==> src/inc/lc_params.svh <==
`ifndef LC_PARAMS_SVH
`define LC_PARAMS_SVH
// register byte offsets
`define A_CTRL     8'h00
`define A_STATUS   8'h04
`define A_IRQ_STAT 8'h08
`define A_IRQ_CLR  8'h0c
`define A_IRQ_EN   8'h10
// control fields and reset value
`define CF_LATCH   0
`define CF_RR      1
`define CF_EDM_LO  2
`define CF_SCAN    4
`define CTRL_RST   5'h08
// edm modes
`define EDM_NONE   2'h0
`define EDM_ONE    2'h1
// geometry
`define N_BEAMS    16
`define N_ZONES    8
`define LAMP_CODE  10'h378
// timing
`define CLK_HZ     20000000
`define RST_MIN_MS 250
`define RST_MAX_MS 2000
`define LAMP_MS    500
`define CODE_MS    1000
`define EDM_MS     200
`define SLOT_MS    125
`endif

==> src/inc/lc_pkg.sv <==
package lc_pkg;
  typedef enum logic [5:0] {
    ST_LAMP    = 6'h01,
    ST_CODE    = 6'h02,
    ST_LATCH   = 6'h04,
    ST_RUN     = 6'h08,
    ST_BLOCKED = 6'h10,
    ST_LOCKOUT = 6'h20
  } state_t;
endpackage : lc_pkg

==> src/logic/light_curtain_rx.sv <==
`timescale 1ns/1ns
`include "lc_params.svh"
// How it works
// [RULE_01] lockout: status single-flashes red, zone and reset lamps off
// [RULE_02] emitter in normal mode shows status steady green
// [RULE_03] emitter test input open: status flashes green
// [RULE_04] latch with beams clear: red status, reset double-flash, zones green
// [RULE_05] latch mode: outputs on only when clear and after a reset
// [RULE_06] run: status green, flashing if reduced resolution; reset yellow
// [RULE_07] blocked: red status, yellow reset, red zones, blocked count shown
// [RULE_08] beam one blocked: zone one red, all other zones off
// [RULE_09] test open: display shows beam total minus one, zones red
// [RULE_10] reset is a closure held about a quarter second, under two
// [RULE_11] defaults: trip mode, two-channel check, no reduction, code one
// [RULE_12] installer selects no monitoring by tying feedback wires together; the code selects it only by EDM_NONE in ctrl[3:2]
// [RULE_13] power-up lamp test of all indicators, then scan code shown
// [RULE_14] trip turns outputs off; reduction tolerates one blocked beam
// [RULE_15] reset accepted only on release of a closure inside the window
module light_curtain_rx #(
  parameter int unsigned RST_MIN_CYC = `RST_MIN_MS*(`CLK_HZ/1000),
  parameter int unsigned RST_MAX_CYC = `RST_MAX_MS*(`CLK_HZ/1000),
  parameter int unsigned LAMP_CYC    = `LAMP_MS*(`CLK_HZ/1000),
  parameter int unsigned CODE_CYC    = `CODE_MS*(`CLK_HZ/1000),
  parameter int unsigned EDM_CYC     = `EDM_MS*(`CLK_HZ/1000),
  parameter int unsigned SLOT_CYC    = `SLOT_MS*(`CLK_HZ/1000)
) (
  // clock and reset
  input  wire logic                  i_clk,
  input  wire logic                  i_rst_b,
  // apb slave
  input  wire logic                  i_psel,
  input  wire logic                  i_penable,
  input  wire logic                  i_pwrite,
  input  wire logic [7:0]            i_paddr,
  input  wire logic [31:0]           i_pwdata,
  output logic      [31:0]           o_prdata,
  output logic                       o_pready,
  output logic                       o_pslverr,
  // optical and field pins
  input  wire logic [`N_BEAMS-1:0]   i_beam_blocked,
  input  wire logic                  i_test_open,
  input  wire logic                  i_reset_sw,
  input  wire logic                  i_fault,
  input  wire logic [1:0]            i_contactor_feedback_check,
  // machine outputs and indicators
  output logic      [1:0]            o_safety_switching_outputs,
  output logic                       o_status_red,
  output logic                       o_status_green,
  output logic                       o_reset_yellow,
  output logic      [`N_ZONES-1:0]   o_zone_red,
  output logic      [`N_ZONES-1:0]   o_zone_green,
  output logic      [9:0]            o_display,
  output logic                       o_emit_green,
  output logic                       o_emit_red,
  output logic                       o_irq
);
  localparam int SW = `N_BEAMS + 5;
  localparam logic [9:0] BEAMS_M1 = 10'(`N_BEAMS - 1);
  logic [SW-1:0] sync1, sync2;
  // pins are asynchronous to i_clk; only sync2 is read beyond here
  always_ff @(posedge i_clk or negedge i_rst_b) begin
    if (!i_rst_b) begin
      sync1 <= '0;
      sync2 <= '0;
    end else begin
      sync1 <= {i_contactor_feedback_check, i_fault, i_reset_sw,
                i_test_open, i_beam_blocked};
      sync2 <= sync1;
    end
  end
  logic [`N_BEAMS-1:0] beams;
  logic test, sw, fault;
  logic [1:0] fb;
  assign beams = sync2[`N_BEAMS-1:0];
  assign test  = sync2[`N_BEAMS];
  assign sw    = sync2[`N_BEAMS+1];
  assign fault = sync2[`N_BEAMS+2];
  assign fb    = sync2[`N_BEAMS+4:`N_BEAMS+3];

  // zone map, two beams per zone
  logic [`N_ZONES-1:0] zone_blk;
  for (genvar z = 0; z < `N_ZONES; z++) begin : g_zone
    assign zone_blk[z] = |beams[2*z +: 2];
  end

  lc_pkg::state_t state, next_state;
  logic [26:0] timer, next_timer, hold, next_hold, edm_cnt, next_edm_cnt;
  logic [26:0] blink, next_blink;
  logic [2:0]  phase, next_phase;
  logic        sw_q;
  logic [4:0]  ctrl, next_ctrl;
  logic [3:0]  irq_stat, next_irq_stat, irq_en, next_irq_en, ev;
  logic [31:0] next_prdata;
  logic        next_pready, next_pslverr, next_irq;
  logic [1:0]  next_safety_switching_outputs;
  logic        next_red, next_green, next_yel, next_egreen, next_ered;
  logic [`N_ZONES-1:0] next_zr, next_zg;
  logic [9:0]  next_disp;
  logic [4:0]  nblk;
  logic        trip, blocked, rel, rst_ok, edm_bad, setup, acc, latch, rr;

  assign latch = ctrl[`CF_LATCH];
  assign rr    = ctrl[`CF_RR];
  assign setup = i_psel & ~i_penable;
  assign acc   = i_psel & i_penable & o_pready;
  // release edge of the reset switch, judged against the hold time
  assign rel    = sw_q & ~sw;
  assign rst_ok = rel && hold >= 27'(RST_MIN_CYC)
                      && hold <= 27'(RST_MAX_CYC); // [RULE_10] [RULE_15]

  // beam count and trip decision
  always_comb begin
    nblk = '0;
    for (int b = 0; b < `N_BEAMS; b++) begin
      nblk = nblk + 5'(beams[b]);
    end
    trip    = rr ? (nblk > 5'd1) : (nblk != 5'd0); // [RULE_14]
    blocked = trip | test;
  end

  // contactor check: feedback closed means contactors dropped out
  always_comb begin
    case (ctrl[3:2])
      `EDM_NONE: edm_bad = 1'b0; // [RULE_12]
      `EDM_ONE:  edm_bad = fb[0] == o_safety_switching_outputs[0];
      default:   edm_bad = fb != ~o_safety_switching_outputs;
    endcase
  end

  // sequence, timers and events
  always_comb begin
    next_state   = state;
    next_timer   = timer + 27'd1;
    next_hold    = sw ? ((hold > 27'(RST_MAX_CYC)) ? hold : hold + 27'd1)
                      : 27'd0;
    next_edm_cnt = edm_bad ? edm_cnt + 27'd1 : 27'd0;
    next_blink   = (blink == 27'(SLOT_CYC - 1)) ? 27'd0 : blink + 27'd1;
    next_phase   = (blink == 27'(SLOT_CYC - 1)) ? phase + 3'd1 : phase;
    ev           = {rel & ~rst_ok, rst_ok, 1'b0, 1'b0};
    case (state)
      lc_pkg::ST_LAMP: begin
        if (timer == 27'(LAMP_CYC - 1)) begin
          next_state = lc_pkg::ST_CODE;
          next_timer = '0;
        end
      end
      lc_pkg::ST_CODE: begin
        if (timer == 27'(CODE_CYC - 1)) begin
          next_state = blocked ? lc_pkg::ST_BLOCKED
                     : latch ? lc_pkg::ST_LATCH : lc_pkg::ST_RUN; // [RULE_05]
        end
      end
      lc_pkg::ST_RUN: begin
        if (blocked) begin
          next_state = lc_pkg::ST_BLOCKED;
          ev[0]      = 1'b1;
        end
      end
      lc_pkg::ST_BLOCKED: begin
        if (!blocked) begin
          next_state = latch ? lc_pkg::ST_LATCH : lc_pkg::ST_RUN; // [RULE_05]
        end
      end
      lc_pkg::ST_LATCH: begin
        if (blocked) begin
          next_state = lc_pkg::ST_BLOCKED;
        end else if (rst_ok) begin
          next_state = lc_pkg::ST_RUN; // [RULE_05]
        end
      end
      lc_pkg::ST_LOCKOUT: next_state = lc_pkg::ST_LOCKOUT;
      default:            next_state = lc_pkg::ST_LOCKOUT;
    endcase
    // lockout is sticky until power is cycled, by design
    if (state != lc_pkg::ST_LOCKOUT
        && (fault || edm_cnt >= 27'(EDM_CYC))) begin
      next_state = lc_pkg::ST_LOCKOUT;
      ev[1]      = 1'b1;
    end
  end

  // indicators and outputs, registered one cycle after the state
  always_comb begin
    next_safety_switching_outputs   = (state == lc_pkg::ST_RUN && !blocked) ? 2'h3 : 2'h0;
    next_red    = 1'b1;
    next_green  = 1'b0;
    next_yel    = 1'b1;
    next_zr     = '0;
    next_zg     = '1;
    next_disp   = 10'(nblk);
    next_egreen = test ? phase[0] : 1'b1; // [RULE_02] [RULE_03]
    next_ered   = 1'b0;
    case (state)
      lc_pkg::ST_LAMP: begin
        next_red    = phase[0]; // [RULE_13]
        next_green  = phase[0];
        next_yel    = phase[0];
        next_zr     = {`N_ZONES{phase[0]}};
        next_zg     = {`N_ZONES{phase[0]}};
        next_disp   = `LAMP_CODE;
        next_egreen = phase[0];
        next_ered   = phase[0];
      end
      lc_pkg::ST_CODE: begin
        next_red  = 1'b0;
        next_yel  = 1'b0;
        next_zg   = '0;
        next_disp = ctrl[`CF_SCAN] ? 10'd2 : 10'd1; // [RULE_13]
      end
      lc_pkg::ST_LOCKOUT: begin
        next_red    = phase == 3'd0; // [RULE_01]
        next_yel    = 1'b0;
        next_zg     = '0;
        next_disp   = '0;
        next_egreen = 1'b0;
        next_ered   = phase == 3'd0;
      end
      lc_pkg::ST_LATCH: begin
        next_yel = phase == 3'd0 || phase == 3'd2; // [RULE_04]
      end
      lc_pkg::ST_RUN: begin
        next_red   = 1'b0;
        next_green = rr ? phase[0] : 1'b1; // [RULE_06]
      end
      default: begin
        next_zr = zone_blk; // [RULE_07]
        next_zg = ~zone_blk;
        if (beams[0]) begin
          next_zr = {{(`N_ZONES-1){1'b0}}, 1'b1}; // [RULE_08]
          next_zg = '0;
        end
        if (test) begin
          next_zr   = '1; // [RULE_09]
          next_zg   = '0;
          next_disp = BEAMS_M1;
        end
      end
    endcase
  end

  // apb slave: answers in the first access cycle, unmapped gives pslverr
  always_comb begin
    next_ctrl     = ctrl;
    next_irq_en   = irq_en;
    next_irq_stat = irq_stat;
    next_prdata   = '0;
    next_pready   = setup;
    next_pslverr  = 1'b0;
    if (acc && i_pwrite && i_paddr == `A_CTRL) begin
      next_ctrl = i_pwdata[4:0];
    end
    if (acc && i_pwrite && i_paddr == `A_IRQ_EN) begin
      next_irq_en = i_pwdata[3:0];
    end
    if (acc && i_pwrite && i_paddr == `A_IRQ_CLR) begin
      next_irq_stat = irq_stat & ~i_pwdata[3:0];
    end
    next_irq_stat = next_irq_stat | ev; // a new event beats the clear
    next_irq      = |(next_irq_stat & next_irq_en);
    if (setup) begin
      case (i_paddr)
        `A_CTRL:     next_prdata = {27'h0, ctrl};
        `A_STATUS:   next_prdata = {19'h0, o_safety_switching_outputs,
                                    nblk, state};
        `A_IRQ_STAT: next_prdata = {28'h0, irq_stat};
        `A_IRQ_EN:   next_prdata = {28'h0, irq_en};
        `A_IRQ_CLR:  next_prdata = '0;
        default:     next_pslverr = 1'b1;
      endcase
    end
  end

  // register everything
  always_ff @(posedge i_clk or negedge i_rst_b) begin
    if (!i_rst_b) begin
      state     <= lc_pkg::ST_LAMP;
      timer     <= '0;
      hold      <= '0;
      edm_cnt   <= '0;
      blink     <= '0;
      phase     <= '0;
      sw_q      <= 1'b0;
      ctrl      <= `CTRL_RST; // [RULE_11]
      irq_stat  <= '0;
      irq_en    <= '0;
      o_prdata  <= '0;
      o_pready  <= 1'b0;
      o_pslverr <= 1'b0;
      o_irq     <= 1'b0;
      o_safety_switching_outputs <= '0;
      o_status_red   <= 1'b0;
      o_status_green <= 1'b0;
      o_reset_yellow <= 1'b0;
      o_zone_red     <= '0;
      o_zone_green   <= '0;
      o_display      <= '0;
      o_emit_green   <= 1'b0;
      o_emit_red     <= 1'b0;
    end else begin
      state     <= next_state;
      timer     <= next_timer;
      hold      <= next_hold;
      edm_cnt   <= next_edm_cnt;
      blink     <= next_blink;
      phase     <= next_phase;
      sw_q      <= sw;
      ctrl      <= next_ctrl;
      irq_stat  <= next_irq_stat;
      irq_en    <= next_irq_en;
      o_prdata  <= next_prdata;
      o_pready  <= next_pready;
      o_pslverr <= next_pslverr;
      o_irq     <= next_irq;
      o_safety_switching_outputs <= next_safety_switching_outputs; // [RULE_14]
      o_status_red   <= next_red;
      o_status_green <= next_green;
      o_reset_yellow <= next_yel;
      o_zone_red     <= next_zr;
      o_zone_green   <= next_zg;
      o_display      <= next_disp;
      o_emit_green   <= next_egreen;
      o_emit_red     <= next_ered;
    end
  end
endmodule : light_curtain_rx

==> config.mk <==
export PLATFORM = sky130hd
export DESIGN_NAME = light_curtain_rx
export DESIGN_NICKNAME = d
export VERILOG_FILES = /design/src/inc/lc_pkg.sv /design/src/logic/light_curtain_rx.sv
export VERILOG_INCLUDE_DIRS = /design/src /design/src/inc
export SDC_FILE = /design/constraint.sdc
export NUM_CORES = 1
export LEC_CHECK = 0
export ABC_AREA = 1
export BUFFER_PORTS_ARGS = -buffer_cell sky130_fd_sc_hd__buf_2
export CAP_MARGIN = 5
export CORE_MARGIN = 3
export CORE_UTILIZATION = 50
export DETAILED_ROUTE_END_ITERATION = 8
export PLACE_DENSITY = 0.67
export SYNTH_ARGS = -nofsm -noshare
export SYNTH_HDL_FRONTEND = slang
export SYNTH_SLANG_ARGS = --single-unit
==> constraint.sdc <==
create_clock -name i_clk -period 7.53 [get_ports i_clk]
set_clock_uncertainty 0.15 [all_clocks]
set_input_delay 2.259 -clock i_clk [delete_from_list [all_inputs] [get_ports i_clk]]
set_output_delay 2.259 -clock i_clk [all_outputs]
set_load 0.03 [all_outputs]
# After elaboration in Yosys (flattened, before gate mapping)
# Cells that the tools add are included.
[word_totals] wordCells=163 in_bits=66 reg_bits=241 out_inout_bits=68
[op_classes] eq_ne=24 mux=44 order_cmp=5 bitwise_logic=15 n_addsub=20 reduce_logical=30
[op_table] cell="27-bit 2-to-1 mux" n=6
[op_table] cell="27-bit by 1-bit adder with 27-bit output (second input constant)" n=4
[op_table] cell="5-bit by 1-bit adder with 5-bit output" n=11
[op_table] cell="13-bit case mux with 4 select lines" n=1
[op_table] cell="6-bit 2-to-1 mux" n=8
[op_table] cell="10-bit case mux with 4 select lines" n=1
[op_table] cell="8-bit 2-to-1 mux" n=4
[op_table] cell="6-bit case mux with 5 select lines" n=1
[op_table] cell="27-bit by 22-bit == test with 1-bit output (second input constant)" n=1
[op_table] cell="27-bit by 24-bit == test with 1-bit output (second input constant)" n=1
[op_table] cell="27-bit by 25-bit == test with 1-bit output (second input constant)" n=1
[op_table] cell="27-bit by 22-bit >= comparator with 1-bit output (second input constant)" n=1
[op_table] cell="27-bit by 23-bit >= comparator with 1-bit output (second input constant)" n=1
[op_table] cell="27-bit by 26-bit greater-than comparator with 1-bit output (second input constant)" n=1
[op_table] cell="27-bit by 26-bit <= comparator with 1-bit output (second input constant)" n=1
[op_table] cell="8-bit case mux with 3 select lines" n=1
[op_table] cell="2-bit OR reduction" n=11
[op_table] cell="8-bit by 4-bit == test with 1-bit output (second input constant)" n=2
[op_table] cell="8-bit case mux with 2 select lines" n=1
[op_table] cell="13-bit 2-to-1 mux" n=1
[op_table] cell="4-bit 2-to-1 mux" n=3
[op_table] cell="3-bit != test (second input constant)" n=4
[op_table] cell="4-bit bitwise AND" n=2
[op_table] cell="8-bit by 3-bit == test with 1-bit output (second input constant)" n=1
[op_table] cell="other kinds (42)" n=69

# Logic depth before layout (Yosys ltp)
[logic_depth] ltp_word=23 mapped_depth=21 depth_no_buf=21

# Worst setup path before layout
# Ideal clock, no wire load.
[synth_timing] path_kind="flip-flop to flip-flop" from="reg sync2[0]" to="reg state[2]" required_time_ps=7263 path_slack_ps=3232 synth_period_minus_slack_ps=4298 t_arrival_ps=4030 path_stages_with_launch=21 setup_ps=117 n_path_buf=0 path_cell_list="dfrtp_1 > fa_1 > inv_1 > fa_1 > fa_1 > fa_1 > inv_1 > ha_1 > fa_1 > inv_1 > nand2_1 > nor2_1 > nand2_1 > nor2_1 > nand2_1 > nand2_1 > nand3_2 > nor2_4 > nand2_4 > nand3_1 > nand2_1"
[synth_via] elab_chain_cells=22 elab_cells_between_ends=28 classes_between="add/sub: 15; order compare: 1; eq/ne: 3; mux: 6; bitwise: 1; reduce/logical: 2"
[synth_rtl] item="start: declaration" line="light_curtain_rx.sv:59" rtl="logic [SW-1:0] sync1, sync2;"
[synth_rtl] item="start signal: assignment" line="light_curtain_rx.sv:68" rtl="sync2 <= sync1;"
[synth_rtl] item="1-bit by 1-bit adder with 2-bit output *" line="light_curtain_rx.sv:115" rtl="nblk = nblk + 5'(beams[b]);"
[synth_rtl] item="2-bit by 1-bit adder with 3-bit output *" line="light_curtain_rx.sv:115"
[synth_rtl] item="3-bit by 1-bit adder with 4-bit output *" line="light_curtain_rx.sv:115"
[synth_rtl] item="4-bit by 1-bit adder with 5-bit output *" line="light_curtain_rx.sv:115"
[synth_rtl] item="5-bit by 1-bit adder with 5-bit output * (11 in series)" line="light_curtain_rx.sv:115"
[synth_rtl] item="5-bit by 1-bit greater-than comparator with 1-bit output / 5-bit nonzero test (equally long branches)" line="light_curtain_rx.sv:117" rtl="trip = rr ? (nblk > 5'd1) : (nblk != 5'd0);"
[synth_rtl] item="1-bit 2-to-1 mux *" line="light_curtain_rx.sv:117"
[synth_rtl] item="1-bit bitwise OR *" line="light_curtain_rx.sv:118" rtl="blocked = trip | test;"
[synth_rtl] item="6-bit 2-to-1 mux" line="light_curtain_rx.sv:149" rtl="next_state = blocked ? lc_pkg::ST_BLOCKED"
[synth_rtl] item="6-bit 2-to-1 mux" line="light_curtain_rx.sv:148" rtl="if (timer == 27'(CODE_CYC - 1)) begin"
[synth_rtl] item="6-bit case mux with 5 select lines" line="light_curtain_rx.sv:140" rtl="case (state)"
[synth_rtl] item="6-bit 2-to-1 mux" line="light_curtain_rx.sv:175" rtl="if (state != lc_pkg::ST_LOCKOUT"
[synth_rtl] item="end signal: assignment" line="light_curtain_rx.sv:276" rtl="state <= lc_pkg::ST_LAMP;"
[synth_rtl] item="end signal: assignment" line="light_curtain_rx.sv:300" rtl="state <= next_state;"
[synth_rtl] item="end: declaration" line="light_curtain_rx.sv:86" rtl="lc_pkg::state_t state, next_state;"
# Mark *: on every way between the ends. The rest lies on a longest branch, timed or not. The select of a mux whose other input is x is not followed.
# A chain may end at the register's enable or synchronous reset.

# Final worst setup path
[layout_timing] from="reg sync2[0]" to="reg state[3]"
# The elaborated chain is that of the path after synthesis.

==> reports/results.txt <==
Num CTS Buffers - 24
most frequent cells in the layout - nand2_1, dfrtp_1, inv_1
post-synthesis sequential area ratio - 48.61%
RSZ-0062 raised after global routing - false
Seq pwr share - 46.5%
Final ANT Viol Nets - 0
Via density - 5.146
CTS Hold Buffers Added - 0
die area - 0.02408 mm²
hold_sp - sync1[17]
Sum Neg Setup Slack - 0 ns
worst r2r dst - state[3]
Max Root-Sink Buffers - 3
Worst slew margin - 42.70%
pins over their slew limit - 0
GR peak layer - met1
async set or reset register ratio after synthesis - 100.0%
met1 Use GR - 31.02%
clock slew at reported path FFs - 0.06 ns
Post-DP HPWL - 17.86 mm
switching share of power - 24.28%
CP max FO - 5
remaining routing DRC violations - 0
Synth Cell Area - 0.01113 mm²
overflow left after global routing - 0
Clk Latency, worst-skew pair - 0.52 ns
PortBufs - 86
hold depth - 0
Switch Pwr - 0.6188 mW
startpoint class of the critical path - register
met2 Resource Use GR - 30.96%
Yosys warning count - 0
final hold violation count - 0
initial antenna violation count - 0
maximum vdd ir drop - 0.1270 mV
Iter 0 DRT Violations - 679
r2r worst-path depth - 18
PwrDens - 203.2 mW/mm²
Least-Margin Pin Slew - 0.8595 ns
Syn Area/Cell - 8.278 µm²
Cells after Synth - 1344
r2r startpoint - sync2[0]
commonest non-fill, non-tap cell in the layout - nand2_1
total power - 2.548 mW
Reg2Reg Setup Slack - 2.92 ns
# diodes - 0
count of state elements after synthesis - 216
combinational group share of total power - 7.9%
Layout fillers - 1931
GP Congestion - 0.8974
via count - 8907
Initial Util - 51.94%
number of H-tree levels - 1
I/O pin cnt - 134
CTS resizes - 0
CP arrival - 4.86 ns
CTS root buf - clkbuf_16
clock share of power - 45.6%
final wirelength - 24.35 mm
wire per inst - 14.07 µm
Data required, critical path - 7.78 ns
crit end category - register
period utilization - 61.28%
Pint - 1.929 mW
max_cap viols - 0
ys flop type - dfrtp_1
Post-synth EDFFs - 0
Hold Path End - sync2[17]
worst hold path type - register to register
largest net degree at the start of global routing - 155
status - complete, no violations
minimum clock period - 4.615 ns
CTS Sinks - 216
first-pass GRT wire length - 40.89 mm
M3 GR Usage - 2.949%
Final setup viols - 0
1st-pass router iterations - 5
P&R area growth vs syn - 12.72%
Rows - 53
critical path class - register to register
GR Util All Layers - 20.26%
Die Y - 155.2 µm
fmax - 216.7 MHz
post-CTS setup buffer count - 0
leak pwr - 5.976 nW
core area - 0.02142 mm²
final net count - 1530
Yosys cell types - 49
die width - 155.2 µm
number of global-route vias before repair - 8339
TritonCTS clock tree - done
layout cells sized above 1 - 13.39%
kinds of logic after synthesis:
family / after synthesis / share of synthesized area [%]
and+or+nand+nor: 637 / 26.52
buffers and inverters: 261 / 9.840
DFF: 216 / 48.61
AOI/OAI and AO/OA: 157 / 7.816
xor gates and xnor gates: 47 / 3.700
adders and majority gates: 25 / 3.486
other: 1 / 0.03371
cell usage after synthesis, types with 10 or more instances:
master | n | area share [%]
nor3_1 | 64 | 2.9
o21ai_0 | 51 | 2.3
fa_1 | 10 | 1.8
dfrtp_1 | 214 | 48
inv_2 | 17 | 0.57
a21oi_1 | 55 | 2.5
nor2_1 | 162 | 5.5
xor2_1 | 39 | 3.1
nand2_1 | 233 | 7.9
nor2_2 | 11 | 0.62
inv_1 | 204 | 6.9
nor4_1 | 17 | 0.96
o21ai_1 | 18 | 0.81
ha_1 | 15 | 1.7
nand3_1 | 67 | 3.0
nand4_1 | 43 | 2.4
buf_4 | 25 | 1.7
power groups by stage:
stage	Sequential [mW]	Clock (mW)	Combinational [mW]
2_1_floorplan	1.20	0	0.141
3_3_place_gp	1.21	0	0.198
4_1_cts	1.19	1.19	0.203
5_1_grt	1.19	1.24	0.229
6_report	1.19	1.16	0.200
3_5_place_dp	1.21	0	0.202
layout make-up:
type                    count  area, µm²  area share [%]
multi-input cells         886       4695           37.43
flip-flops and latches    216       5408           43.12
repair buffers             88      467.9           3.731
well taps                 275      344.1           2.744
clock buffers              29      650.6           5.188
clock inverters            14      138.9           1.107
inverters                 223      837.1           6.675
state kept, by name, indices dropped and copies added, names as in the netlist, 5 cells and up:
register	cells
o_zone_red	8
sync2	21
edm_cnt	27
timer	27
ctrl	5
o_prdata	12
sync1	21
state	6
hold	27
o_display	6
o_zone_green	8
blink	27
stage by stage:
| stage | hold WS (ns) | util (%) | setup WS (ns) | instances | area, µm² |
|---|---|---|---|---|---|
| final | 0.1962 | 58.55 | 2.915 | 1731 | 12540 |
| after floorplan | 0.1812 | - | 3.232 | 1363 | 11200 |
| after CTS | 0.1988 | 58.55 | 2.905 | 1731 | 12540 |
| after global placement | 0.1836 | 54.86 | 2.953 | 1688 | 11750 |
| after detailed placement | 0.1847 | 54.86 | 2.930 | 1688 | 11750 |
| after global routing | 0.2037 | 58.55 | 2.666 | 1731 | 12540 |
worst max-delay path by stage:
| stage | from | depth (start not counted) | to | slack (ns) |
|---|---|---|---|---|
| final | sync2[0] | 18 | state[3] | 2.92 |
| after global placement | sync2[0] | 18 | state[3] | 2.95 |
| after floorplan | sync2[0] | 20 | state[2] | 3.23 |
| after global routing | sync2[0] | 20 | state[4] | 2.67 |
| after CTS | sync2[0] | 20 | state[3] | 2.91 |
| after detailed placement | sync2[0] | 20 | state[3] | 2.93 |
per-layer routing:
layer | vias to the layer above | routed length, µm
met5 | - | 0
met1 | 4153 | 11920
met3 | 33 | 1440
met2 | 249 | 10600
li1 | 4472 | -
met4 | 0 | 393
worst max-delay path, cell delays in order (launching register included):
cell and delay, ns:
dfrtp_1 0.40, fa_1 0.53, inv_1 0.05, fa_1 0.53, fa_1 0.45, fa_1 0.50, inv_1 0.04, ha_1 0.20
fa_1 0.40, xnor2_1 0.32, nand2_1 0.09, nor2_1 0.14, nand2_1 0.14, nor2_1 0.19, nand2_2 0.12, nand2_4 0.09
nand2_4 0.05, nand2_1 0.06, nand2_1 0.04
(Power assumes the default switching activity.)
